<file path="config.mk">
export PLATFORM = sky130hd
export DESIGN_NAME = dros_rx_oh_dev_flat
export DESIGN_NICKNAME = d
export VERILOG_FILES = /design/src/dros_pkg.sv /design/src/dros_link_if.sv /design/src/dros_rx_oh_dev.sv /design/src/flat_wrapper.sv
export SDC_FILE = /design/constraint.sdc
export NUM_CORES = 1
export LEC_CHECK = 0
export ABC_AREA = 1
export BUFFER_PORTS_ARGS = -buffer_cell sky130_fd_sc_hd__buf_2
export CORE_MARGIN = 2
export CORE_UTILIZATION = 45
export CTS_BUF_LIST = sky130_fd_sc_hd__clkbuf_16
export DETAILED_ROUTE_END_ITERATION = 6
export GPL_ROUTABILITY_DRIVEN = 0
export GPL_TIMING_DRIVEN = 0
export PLACE_DENSITY = 0.73
export SYNTH_ARGS = -nofsm -noshare
export SYNTH_HDL_FRONTEND = slang
export SYNTH_SLANG_ARGS = --single-unit
</file>
<file path="constraint.sdc">
create_clock -name sys_clk -period 3.13 [get_ports sys_clk]
set_input_delay 0.4695 -clock sys_clk [delete_from_list [all_inputs] [get_ports sys_clk]]
set_output_delay 0.4695 -clock sys_clk [all_outputs]
set_load 0.05 [all_outputs]
</file>
<file path="src/dros_pkg.sv">
// constants and types shared by both ends of the receive overhead strobe link
package dros_pkg;

  // ****************************************************************
  // clocking
  // ****************************************************************
  // local logic clock, in kHz
  localparam int unsigned SYS_CLK_KHZ       = 40000;
  // output clock rate in DS3 operation, in kHz
  localparam int unsigned DS3_LINE_RATE_KHZ = 44736;

  // ****************************************************************
  // frame layout
  // ****************************************************************
  // overhead bits per frame
  localparam int unsigned    OH_PER_FRAME   = 56;
  // index of the last overhead bit of a frame
  localparam logic [5:0]     LAST_OH_IDX    = 6'h37;
  // index of the first overhead bit of a frame
  localparam logic [5:0]     FIRST_OH_IDX   = 6'h00;
  // an overhead bit is held for one block: itself plus 84 payload bits,
  // so its period is 85 output clocks, numbered 0 to 84
  localparam logic [6:0]     BIT_LAST_PHASE = 7'h54;
  // output clock within the bit period that carries the sample strobe
  localparam logic [6:0]     STROBE_PHASE   = 7'h2A;
  // first output clock of a bit period
  localparam logic [6:0]     PHASE_ZERO     = 7'h00;

  // ****************************************************************
  // buffering
  // ****************************************************************
  localparam int unsigned    OH_FIFO_DEPTH  = 8;
  // word is {first bit of frame, overhead bit}
  localparam int unsigned    OH_FIFO_WIDTH  = 2;

  // ****************************************************************
  // types
  // ****************************************************************
  // state of the device's bit slot sequencer
  typedef enum logic [0:0] {
    DROS_ST_WAIT = 1'b0,
    DROS_ST_BIT  = 1'b1
  } dros_state_t;

  // meaning of an overhead bit by its position in the frame
  typedef enum logic [3:0] {
    DROS_KIND_X    = 4'h0,
    DROS_KIND_F1   = 4'h1,
    DROS_KIND_F0   = 4'h2,
    DROS_KIND_AIC  = 4'h3,
    DROS_KIND_NA   = 4'h4,
    DROS_KIND_FEAC = 4'h5,
    DROS_KIND_UDL  = 4'h6,
    DROS_KIND_P    = 4'h7,
    DROS_KIND_CP   = 4'h8,
    DROS_KIND_FEBE = 4'h9,
    DROS_KIND_M0   = 4'hA,
    DROS_KIND_M1   = 4'hB,
    DROS_KIND_DL   = 4'hC
  } dros_kind_t;

endpackage

</file>
<file path="src/dros_link_if.sv">
// link between the overhead output port and the terminal equipment
`timescale 1ns/1ps
`default_nettype none
interface dros_link_if;
  // all four are levels in the sys_clk domain
  logic receive_output_clock;
  logic rx_overhead_serial_out;
  logic overhead_sample_strobe;
  logic overhead_frame_marker;

  // documented device end
  modport dev (
    output receive_output_clock,
    output rx_overhead_serial_out,
    output overhead_sample_strobe,
    output overhead_frame_marker
  );

  // terminal equipment end
  modport term (
    input  receive_output_clock,
    input  rx_overhead_serial_out,
    input  overhead_sample_strobe,
    input  overhead_frame_marker
  );
endinterface // dros_link_if
`default_nettype wire

</file>
<file path="src/dros_rx_oh_dev.sv">
// device end: buffers overhead bits and sends them with clock, strobe and frame marker
`timescale 1ns/1ps
`default_nettype none

// ****************************************************************
// synchronous fifo with registered flags
// ****************************************************************
module dros_fifo #(
  parameter int unsigned WIDTH = 2,
  parameter int unsigned DEPTH = 8
) (
  // clock and reset
  input  wire logic             sys_clk,
  input  wire logic             arst_n,
  // filling side
  input  wire logic             in_valid,
  input  wire logic [WIDTH-1:0] in_data,
  output logic                  in_ready,
  // draining side
  output logic                  out_valid,
  output logic [WIDTH-1:0]      out_data,
  input  wire logic             out_ready
);
  localparam int unsigned PW = (DEPTH > 1) ? $clog2(DEPTH) : 1;
  localparam int unsigned CW = $clog2(DEPTH + 1);
  localparam logic [CW-1:0] CNT_FULL = CW'(DEPTH);
  localparam logic [PW-1:0] PTR_LAST = PW'(DEPTH - 1);

  logic [WIDTH-1:0] mem_r [DEPTH];
  logic [PW-1:0]    wr_ptr_r;
  logic [PW-1:0]    rd_ptr_r;
  logic [CW-1:0]    cnt_r;
  logic [CW-1:0]    cnt_nxt;
  logic             room_r;
  logic             empty_r;
  wire              push = in_valid & room_r;
  wire              pop  = out_ready & ~empty_r;

  // flags come from registers so the ready and valid ports are glitch free
  assign in_ready  = room_r;
  assign out_valid = ~empty_r;
  assign out_data  = mem_r[rd_ptr_r];
  assign cnt_nxt   = cnt_r + CW'(push) - CW'(pop);

  // storage has no reset; only the pointers, fill level and flags need a defined start
  always_ff @(posedge sys_clk) begin
    if (push) begin
      mem_r[wr_ptr_r] <= in_data;
    end
  end

  // pointers, fill level and flags
  always_ff @(posedge sys_clk or negedge arst_n) begin
    if (!arst_n) begin
      wr_ptr_r <= '0;
      rd_ptr_r <= '0;
      cnt_r    <= '0;
      room_r   <= 1'b1;
      empty_r  <= 1'b1;
    end else begin
      if (push) begin
        wr_ptr_r <= (wr_ptr_r == PTR_LAST) ? '0 : wr_ptr_r + PW'(1);
      end
      if (pop) begin
        rd_ptr_r <= (rd_ptr_r == PTR_LAST) ? '0 : rd_ptr_r + PW'(1);
      end
      cnt_r   <= cnt_nxt;
      room_r  <= (cnt_nxt != CNT_FULL);
      empty_r <= (cnt_nxt == '0);
    end
  end
endmodule // dros_fifo

// ****************************************************************
// overhead output port, strobe method
// ****************************************************************
module dros_rx_oh_dev (
  // clock and reset
  input  wire logic sys_clk,
  input  wire logic arst_n,
  // timing source selection
  input  wire logic loop_timing_sel,
  input  wire logic line_receive_clock,
  input  wire logic transmit_input_clock,
  // overhead bits from the receive framer, in frame order
  input  wire logic oh_valid,
  input  wire logic oh_bit,
  input  wire logic oh_first,
  output logic      oh_ready,
  // status
  output logic      underrun_pulse,
  // link to the terminal equipment
  dros_link_if.dev  link
);
  logic                 src_r;
  logic                 src_d_r;
  logic                 out_clk_r;
  dros_pkg::dros_state_t state_r;
  dros_pkg::dros_state_t state_nxt;
  logic [6:0]           phase_r;
  logic [6:0]           phase_nxt;
  logic                 data_r;
  logic                 data_nxt;
  logic                 marker_r;
  logic                 marker_nxt;
  logic                 strobe_r;
  logic                 strobe_nxt;
  logic                 underrun_r;
  logic                 fifo_valid;
  logic                 fifo_ready;
  logic [1:0]           fifo_data;
  logic [1:0]           fifo_in_data;
  logic                 fifo_in_ready;

  // ****************************************************************
  // timing source
  // ****************************************************************
  // the sources arrive as levels synchronous to sys_clk; a rising level
  // marks one output clock period, so each source must stay high and low
  // for one sys_clk cycle at least
  wire src_sel   = loop_timing_sel ? line_receive_clock : transmit_input_clock;
  wire src_rise  = src_r & ~src_d_r;
  wire bit_end   = (state_r == dros_pkg::DROS_ST_BIT) & (phase_r == dros_pkg::BIT_LAST_PHASE);
  wire slot_free = (state_r == dros_pkg::DROS_ST_WAIT) | bit_end;
  wire load      = src_rise & slot_free & fifo_valid;

  // source edge detection and the output clock itself
  always_ff @(posedge sys_clk or negedge arst_n) begin
    if (!arst_n) begin
      src_r     <= 1'b0;
      src_d_r   <= 1'b0;
      out_clk_r <= 1'b0;
    end else begin
      src_r     <= src_sel;
      src_d_r   <= src_r;
      out_clk_r <= src_r;
    end
  end

  // ****************************************************************
  // input buffer
  // ****************************************************************
  // the framer is stalled through oh_ready when eight bits wait
  assign fifo_in_data = {oh_first, oh_bit};
  assign fifo_ready   = load;
  assign oh_ready     = fifo_in_ready;

  dros_fifo #(
    .WIDTH (dros_pkg::OH_FIFO_WIDTH),
    .DEPTH (dros_pkg::OH_FIFO_DEPTH)
  ) u_fifo (
    .sys_clk   (sys_clk),
    .arst_n    (arst_n),
    .in_valid  (oh_valid),
    .in_data   (fifo_in_data),
    .in_ready  (fifo_in_ready),
    .out_valid (fifo_valid),
    .out_data  (fifo_data),
    .out_ready (fifo_ready)
  );

  // ****************************************************************
  // bit slot sequencer
  // ****************************************************************
  // a slot opens on a source rise when a bit is buffered and lasts
  // 85 output clocks; with nothing buffered the line idles low
  always_comb begin
    state_nxt  = state_r;
    phase_nxt  = phase_r;
    data_nxt   = data_r;
    marker_nxt = marker_r;
    strobe_nxt = strobe_r;
    if (src_rise) begin
      if (load) begin
        state_nxt  = dros_pkg::DROS_ST_BIT;
        phase_nxt  = dros_pkg::PHASE_ZERO;
        data_nxt   = fifo_data[0];
        marker_nxt = fifo_data[1];
      end else if (bit_end) begin
        state_nxt  = dros_pkg::DROS_ST_WAIT;
        phase_nxt  = dros_pkg::PHASE_ZERO;
        data_nxt   = 1'b0;
        marker_nxt = 1'b0;
      end else if (state_r == dros_pkg::DROS_ST_BIT) begin
        phase_nxt  = phase_r + 7'h01;
      end
      // strobe changes only on output clock rises, so it spans one period
      strobe_nxt = (state_nxt == dros_pkg::DROS_ST_BIT) &
                   (phase_nxt == dros_pkg::STROBE_PHASE);
    end
  end

  // sequencer registers
  always_ff @(posedge sys_clk or negedge arst_n) begin
    if (!arst_n) begin
      state_r    <= dros_pkg::DROS_ST_WAIT;
      phase_r    <= dros_pkg::PHASE_ZERO;
      data_r     <= 1'b0;
      marker_r   <= 1'b0;
      strobe_r   <= 1'b0;
      underrun_r <= 1'b0;
    end else begin
      state_r    <= state_nxt;
      phase_r    <= phase_nxt;
      data_r     <= data_nxt;
      marker_r   <= marker_nxt;
      strobe_r   <= strobe_nxt;
      underrun_r <= src_rise & bit_end & ~fifo_valid; // slot ended with nothing to send
    end
  end

  // ****************************************************************
  // outputs
  // ****************************************************************
  // all link signals change together in the cycle after a source rise
  assign link.receive_output_clock   = out_clk_r;
  assign link.rx_overhead_serial_out = data_r;
  assign link.overhead_sample_strobe = strobe_r;
  assign link.overhead_frame_marker  = marker_r;
  assign underrun_pulse              = underrun_r;
endmodule // dros_rx_oh_dev
`default_nettype wire

</file>
<file path="src/flat_wrapper.sv">
// flat-port wrapper written by rule: the top's interface ports become plain ports
module dros_rx_oh_dev_flat 
  (sys_clk, arst_n, loop_timing_sel, line_receive_clock, transmit_input_clock, oh_valid, oh_bit, oh_first, oh_ready, underrun_pulse, link_receive_output_clock, link_rx_overhead_serial_out, link_overhead_sample_strobe, link_overhead_frame_marker);
  dros_link_if link_i ();
  input  wire logic sys_clk;
  input  wire logic arst_n;
  input  wire logic loop_timing_sel;
  input  wire logic line_receive_clock;
  input  wire logic transmit_input_clock;
  input  wire logic oh_valid;
  input  wire logic oh_bit;
  input  wire logic oh_first;
  output logic oh_ready;
  output logic underrun_pulse;
  output wire logic [$bits(link_i.receive_output_clock)-1:0] link_receive_output_clock;
  output wire logic [$bits(link_i.rx_overhead_serial_out)-1:0] link_rx_overhead_serial_out;
  output wire logic [$bits(link_i.overhead_sample_strobe)-1:0] link_overhead_sample_strobe;
  output wire logic [$bits(link_i.overhead_frame_marker)-1:0] link_overhead_frame_marker;
  assign link_receive_output_clock = link_i.receive_output_clock;
  assign link_rx_overhead_serial_out = link_i.rx_overhead_serial_out;
  assign link_overhead_sample_strobe = link_i.overhead_sample_strobe;
  assign link_overhead_frame_marker = link_i.overhead_frame_marker;
  dros_rx_oh_dev u_core (.sys_clk(sys_clk), .arst_n(arst_n), .loop_timing_sel(loop_timing_sel), .line_receive_clock(line_receive_clock), .transmit_input_clock(transmit_input_clock), .oh_valid(oh_valid), .oh_bit(oh_bit), .oh_first(oh_first), .oh_ready(oh_ready), .underrun_pulse(underrun_pulse), .link(link_i));
endmodule
</file>
==> impl_metrics.tcl, run 1 <==
set metrics [dict create \
    rsz0062_at_grt "no" \
    post_cts_buffers 0 \
    synth-seq-cells 42 \
    dr.pass1.iters 4 \
    synthDominantCellAreaShare_pct 29.1 \
    synth_edf_count 16 \
    cp_max_fo 10 \
    core_sq_mm 0.00438 \
    grt_first_pass_wirelength_um 6240 \
    area_delta_synth_final_pct 15.4 \
    cts.sinks 42 \
    p_switching_mw 0.760 \
    powerDensity_mw_per_mm2 916 \
    grt_max_degree 27 \
    skew_ns 0.00530 \
    dp_slack_ns 0.361 \
    tns_ns 0 \
    ys_async_sr_fraction_pct 61.9 \
    hpwl_um 2640 \
    ctsLongestPathBuffers 2 \
    r2r-end "u_core.u_fifo.empty_r" \
    finalMaxSlewViolations 0 \
    slew_headroom_pct 62.1 \
    die_h_um 71.8 \
    drive_gt1_share_pct 15.3 \
    ys_warn_count 0 \
    drt_wl_total_um 3590 \
    fin_nets 253 \
    syn_avg_cell_area_sq_um 9.66 \
    run_status "complete, no violations" \
    setup_ws_ns 0.372 \
    synth_fp_nets 233 \
    intPower_mw 1.43 \
    finalCritPeriodShare_pct 88.1 \
    cts-buffers-inserted 5 \
    cp.required_ns 3.31 \
    hold_viol 0 \
    crit_type "reg2reg" \
    synth_cell_types 31 \
    fp.dieW_um 71.8 \
    dp_cells 279 \
    io_buffers 13 \
    clk_pin_slew_ns 0.06 \
    clock_latency_ns 0.28 \
    io_pins 14 \
    rows 24 \
    synth.most_common_cell "nand2_1" \
    syn_area_sq_mm 0.00207 \
    max_slew.worst_pin.slew_ns 0.569 \
    num_vias 1465 \
    htreeDepth 2 \
    p_leak_nw 1.09 \
    cts_tree "done" \
    dieArea_sq_mm 0.00515 \
    start_util_pct 47.1 \
    synth.top_cells.by_count "nand2_1 (44), inv_1 (28), dfrtp_1 (24), nor2_1 (23), o21ai_0 (18)" \
    drv_cap 0 \
    period_minus_slack_ns 2.76 \
    vdd_drop_max_mv 0.630 \
    postSynthCellCount 214 \
    arrival_ns 2.94 \
    synth_flop_cell "dfrtp_1" \
    grt_usage_pct 16.0 \
    max_freq_mhz 363 \
    critPathLaunchType "flip-flop" \
    fillers 375 \
    antenna_found_initial 0 \
    grt_pass1_vias 1449 \
    worstRegToRegCells 14 \
    antennaDiodeCount 0 \
    synth_top_area_cell "dfrtp_1" \
    cts_hold_buf 0 \
    cts-resized-gates 0 \
    finalSetupViolations 0 \
    p_seq_share_pct 38.1 \
    ys_seq_area_share_pct 54.8 \
    rrSetupSlack_ns 0.37 \
    ant_nets 0 \
    endpoint_kind "flip-flop" \
    gr-total-overflow 0 \
    wl_per_cell_um 12.5 \
    hp-class "in2async" \
    synth.area.top_cells "dfrtp_1 (29%), edfxtp_1 (23%), nand2_1 (8.0%)" \
    vias_per_cell 5.10 \
    p_sw_share_pct 34.8 \
    r2r-start "u_core.phase_r[0]" \
    drt_drc_violations_left 0 \
    comb_power_share_pct 32.0 \
    p_clk_share_pct 29.9 \
    stdcell_count 287 \
    cts-root-buf "clkbuf_16" \
    drt_iter0_drc 75 \
]
[logic make-up (layout without fill, tap and decap cells)]
logic type | Yosys count | after routing | synth area share [%]
simple gates | 91 | 91 | 19.7
flops | 42 | 42 | 54.8
buf+inv | 33 | 54 | 6.78
compound gates | 31 | 31 | 8.96
fa+ha+maj | 11 | 11 | 7.02
xor+xnor | 5 | 5 | 2.12
mux | 1 | 1 | 0.545
[through the flow]
| step | power [mW] | util, % | hold WS, ns | cell area (sq um) |
|---|---|---|---|---|
| after floorplan | 1.37 | - | 0.174 | 2070 |
| after global placement | 1.51 | 50.1 | 0.360 | 2200 |
| after detailed placement | 1.54 | 50.1 | 0.359 | 2200 |
| after CTS | 2.20 | 54.4 | 0.204 | 2390 |
| after global routing | 2.36 | 54.4 | 0.229 | 2390 |
| final | 2.19 | 54.4 | 0.177 | 2390 |
[placed cells by master, fill, tap and decap left out]
master     netlist  final
nand3_2          1      1
edfxtp_1        16     16
mux2_2           1      1
dfrtp_1         24     24
o21ai_1          2      2
or2_2            1      1
nand2_4          1      1
buf_2            1     14
nand2_1         44     44
nor2_4           2      2
xor2_1           2      2
o21ai_0         18     18
o221ai_1         4      4
xnor2_1          3      3
buf_6            2      2
nor4_1           1      1
clkinv_1         2      3
inv_1           28     28
o22ai_1          1      1
clkbuf_16        0      5
nand4_1          4      4
nor2_2           3      3
dfstp_2          2      2
a21oi_1          4      4
nor2_1          23     23
bufinv_16        0      2
a21oi_4          1      1
a21o_1           1      1
ha_1            10     10
nand2_2          1      1
nor3_1           2      2
fa_1             1      1
nand3_1          8      8
[how the worst max path moves through the flow]
stage / start / end / slack [ns]
after floorplan: u_core.src_d_r / u_core.u_fifo.empty_r / 0.65
after global placement: u_core.phase_r[0] / u_core.u_fifo.empty_r / 0.44
after detailed placement: u_core.phase_r[0] / u_core.u_fifo.empty_r / 0.36
after CTS: u_core.phase_r[0] / u_core.u_fifo.empty_r / 0.34
after global routing: u_core.phase_r[0] / u_core.u_fifo.empty_r / 0.11
final: u_core.phase_r[0] / u_core.u_fifo.empty_r / 0.37
[power groups by stage]
| stage | combinational, mW | clock (mW) | sequential, mW |
|---|---|---|---|
| after floorplan | 0.500 | 0 | 0.867 |
| after global placement | 0.669 | 0 | 0.838 |
| after detailed placement | 0.698 | 0 | 0.841 |
| after CTS | 0.706 | 0.666 | 0.832 |
| after global routing | 0.810 | 0.693 | 0.854 |
| final | 0.699 | 0.654 | 0.833 |
[cell type report]
class                      instances  area (sq um)  share of cell area (%)
buffer                             3          27.5                    1.15
clock buffer                       5           125                    5.24
clock inverter                     3          63.8                    2.67
inverter                          30           113                    4.72
multi-input combinational        139           793                    33.2
sequential                        42          1130                    47.5
tap                               52          65.1                    2.73
timing repair buffer              13          65.1                    2.73
[state kept, by name (all words and copies together), names as in the netlist]
signal                              cells
u_core.link.overhead_frame_marker       1
u_core.link.overhead_sample_strobe      1
u_core.link.rx_overhead_serial_out      1
u_core.phase_r                          7
u_core.src_d_r                          1
u_core.src_r                            1
u_core.state_r                          1
u_core.u_fifo.cnt_r                     4
u_core.u_fifo.empty_r                   1
u_core.u_fifo.in_ready                  1
u_core.u_fifo.mem_r                    16
u_core.u_fifo.rd_ptr_r                  3
u_core.u_fifo.wr_ptr_r                  3
u_core.underrun_pulse                   1
[metal layers]
metal,global-route usage (%),part of all wire (%),vias up
li1,-,-,746
met1,19.4,46,680
met2,26.0,48,31
met3,4.64,3.6,8
met4,7.76,2.1,0
met5,0,0,-
[worst max-delay path: stages (launching register included)]
cell and delay [ns]:
dfrtp_1 0.45, inv_1 0.09, ha_1 0.14, nand2_1 0.05, inv_1 0.08, nand3_2 0.11
a21oi_4 0.20, buf_6 0.17, ha_1 0.23, inv_1 0.06, ha_1 0.15, inv_1 0.06
fa_1 0.49, inv_1 0.07, nor4_1 0.30
Power figures use the tool's default switching activity.
==> run 2, diff against run 1 <==
- ABC_AREA: 1 -> not set
==> run 2 against run 1 <==
Effect of this change: power shrank 8.6%; routed wire length down 7.4%; sequential cell count did not move; sequential share of layout area is 0.50 points higher; critical path depth unchanged; utilization shrank 0.57 points; setup slack got worse by 0.16 ns; die area rose by 0.11%; largest power group unchanged.
==> impl_metrics.tcl, run 2 <==
set metrics [dict create \
    run_status "complete, no violations" \
    synth.top_cells.by_count "dfrtp_1 (24), edfxtp_1 (16), nand2_1 (15), nor2_1 (12)" \
    tns_ns 0 \
    drt_iter0_drc 89 \
    antennaDiodeCount 0 \
    placed_area_sq_mm 0.00220 \
    hpwl_um 2400 \
    ys_warn_count 0 \
    die_h_um 71.8 \
    gr-total-overflow 0 \
    num_vias 1308 \
    arrival_ns 3.13 \
    ant_nets 0 \
    htreeDepth 2 \
    path_cells "inv_1, ha_1, and4b_4, nand2_4, a211o_4, inv_1, ha_1, inv_1, ha_1, inv_1, fa_1, inv_1, nor3_2, nor2b_1" \
    synth_fp_nets 186 \
    synthDominantCellAreaShare_pct 29.0 \
    max_stage_delay_ns 0.48 \
    ys_async_sr_fraction_pct 61.9 \
    max_slew.worst_pin.slew_ns 0.559 \
    ys_seq_area_share_pct 54.8 \
    finalMaxSlewViolations 0 \
    hp-class "in2async" \
    top_regs "u_core.u_fifo.mem_r x16, u_core.phase_r x7, u_core.u_fifo.cnt_r x4" \
    vias_per_cell 5.40 \
    postSynthCellCount 167 \
    drive_gt1_share_pct 24.7 \
    dp_slack_ns 0.168 \
    io_buffers 13 \
    crit_top_cell "inv_1" \
    cts-buffers-inserted 5 \
    grt_usage_pct 14.9 \
    grt_first_pass_wirelength_um 5850 \
    antenna_found_initial 0 \
    synth-seq-cells 42 \
    io_pins 14 \
    cp_top_family "adder cells" \
    cts.sinks 42 \
    synth.area.top_cells "dfrtp_1 (29%), edfxtp_1 (23%), ha_1 (6.0%)" \
    clock_latency_ns 0.28 \
    hold_slack_ns 0.171 \
    wl_per_cell_um 13.7 \
    slew_headroom_pct 62.7 \
    max_freq_mhz 343 \
    setup_ws_ns 0.213 \
    crit_type "reg2reg" \
    cp_max_fo 6 \
    syn_avg_cell_area_sq_um 12.4 \
    synth_cell_types 43 \
    synth_top_area_cell "dfrtp_1" \
    final_common_cell "dfrtp_1" \
    multi_input_area_sq_um 873 \
    synth_edf_count 16 \
    grt_pass1_vias 1301 \
    vdd_drop_max_mv 0.439 \
    fillers 378 \
    skew_ns 0.00503 \
    finalSetupViolations 0 \
    core_sq_mm 0.00438 \
    fin_nets 208 \
    area_delta_synth_final_pct 14.1 \
    drv_cap 0 \
    cp_slowest_cell "fa_1" \
    critPathLaunchType "flip-flop" \
    p_leak_nw 1.00 \
    hold_viol 0 \
    finish.instance_area_sq_mm 0.00236 \
    largest_reg_flops 16 \
    synth_flop_cell "dfrtp_1" \
    clk_pin_slew_ns 0.06 \
    layout_common_cells "dfrtp_1 (24), edfxtp_1 (16), nand2_1 (15)" \
    ctsLongestPathBuffers 2 \
    seqCellArea_sq_mm 0.00113 \
    rows 24 \
    dr.pass1.iters 4 \
    powerDensity_mw_per_mm2 846 \
    drt_drc_violations_left 0 \
    cts-root-buf "clkbuf_16" \
    cp_num_buf_inv 5 \
    period_minus_slack_ns 2.92 \
    finalCritPeriodShare_pct 93.2 \
    grt_max_degree 27 \
    rsz0062_at_grt "no" \
    syn_area_sq_mm 0.00207 \
    top_register "u_core.u_fifo.mem_r" \
    drt_wl_total_um 3330 \
    dieArea_sq_mm 0.00516 \
    cp.required_ns 3.34 \
    endpoint_kind "flip-flop" \
    synth.most_common_cell "dfrtp_1" \
    cts_tree "done" \
    fp.dieW_um 71.8 \
    start_util_pct 47.2 \
]
[run 2: timing repair]
item                                    4_1_cts  5_1_grt
endpoints found under the setup margin        0        1
hold buffers                                  0        0
resized for setup                             0        1
buffers inserted                              0        2
[run 2: final timing paths]
kind | startpoint | end | slack (ns) | depth (start not counted)
hold reg to reg | u_core.src_r | u_core.src_d_r | 0.40 | 0
max in group asynchronous | arst_n | u_core.u_fifo.in_ready | 2.58 | 1
hold / removal | arst_n | u_core.phase_r[5] | 0.17 | 1
setup / recovery | u_core.phase_r[0] | u_core.u_fifo.empty_r | 0.21 | 14
min in group sys_clk | u_core.src_r | u_core.src_d_r | 0.40 | 0
setup reg to reg | u_core.phase_r[0] | u_core.u_fifo.empty_r | 0.21 | 14
[run 2: area by class of cell]
type                            instances  area share [%]
Sequential cell                        42            48.0
Multi-Input combinational cell        111            37.0
Clock buffer                            5            5.30
Timing Repair Buffer                   15            3.39
Tap cell                               52            2.76
Inverter                               10            1.59
Buffer                                  4            1.27
Clock inverter                          3           0.689
[run 2: kinds of logic after synthesis]
family | share of synthesized area [%]
DFF | 54.8
AOI/OAI and AO/OA | 9.55
and+or+nand+nor | 14.1
xor gates and xnor gates | 1.69
buffers and inverters | 3.27
adders and majority gates | 7.01
muxes | 9.61
[run 2: per-layer routing]
metal  track usage, %  vias up  wire, um  part of all wire [%]
met5                0        -         0                     0
met1             20.5      621      1600                    48
li1                 -      653         -                     -
met4             6.92        0        55                   1.7
met2             21.3       26      1520                    46
met3             5.06        8       145                   4.4
[run 2: report_power, final]
part           internal (mW)  switching [mW]  leakage (nW)
Combinational          0.330           0.349         0.483
Sequential             0.710           0.118         0.455
Clock                  0.291           0.201        0.0672
[run 2: stage by stage]
step / total power [mW] / utilization (%) / std cells
floorplan: 1.35 / - / 167
global placement: 1.47 / 50.2 / 232
detailed placement: 1.49 / 50.2 / 232
CTS: 2.00 / 53.4 / 240
global route: 2.14 / 53.9 / 242
finish: 2.00 / 53.9 / 242
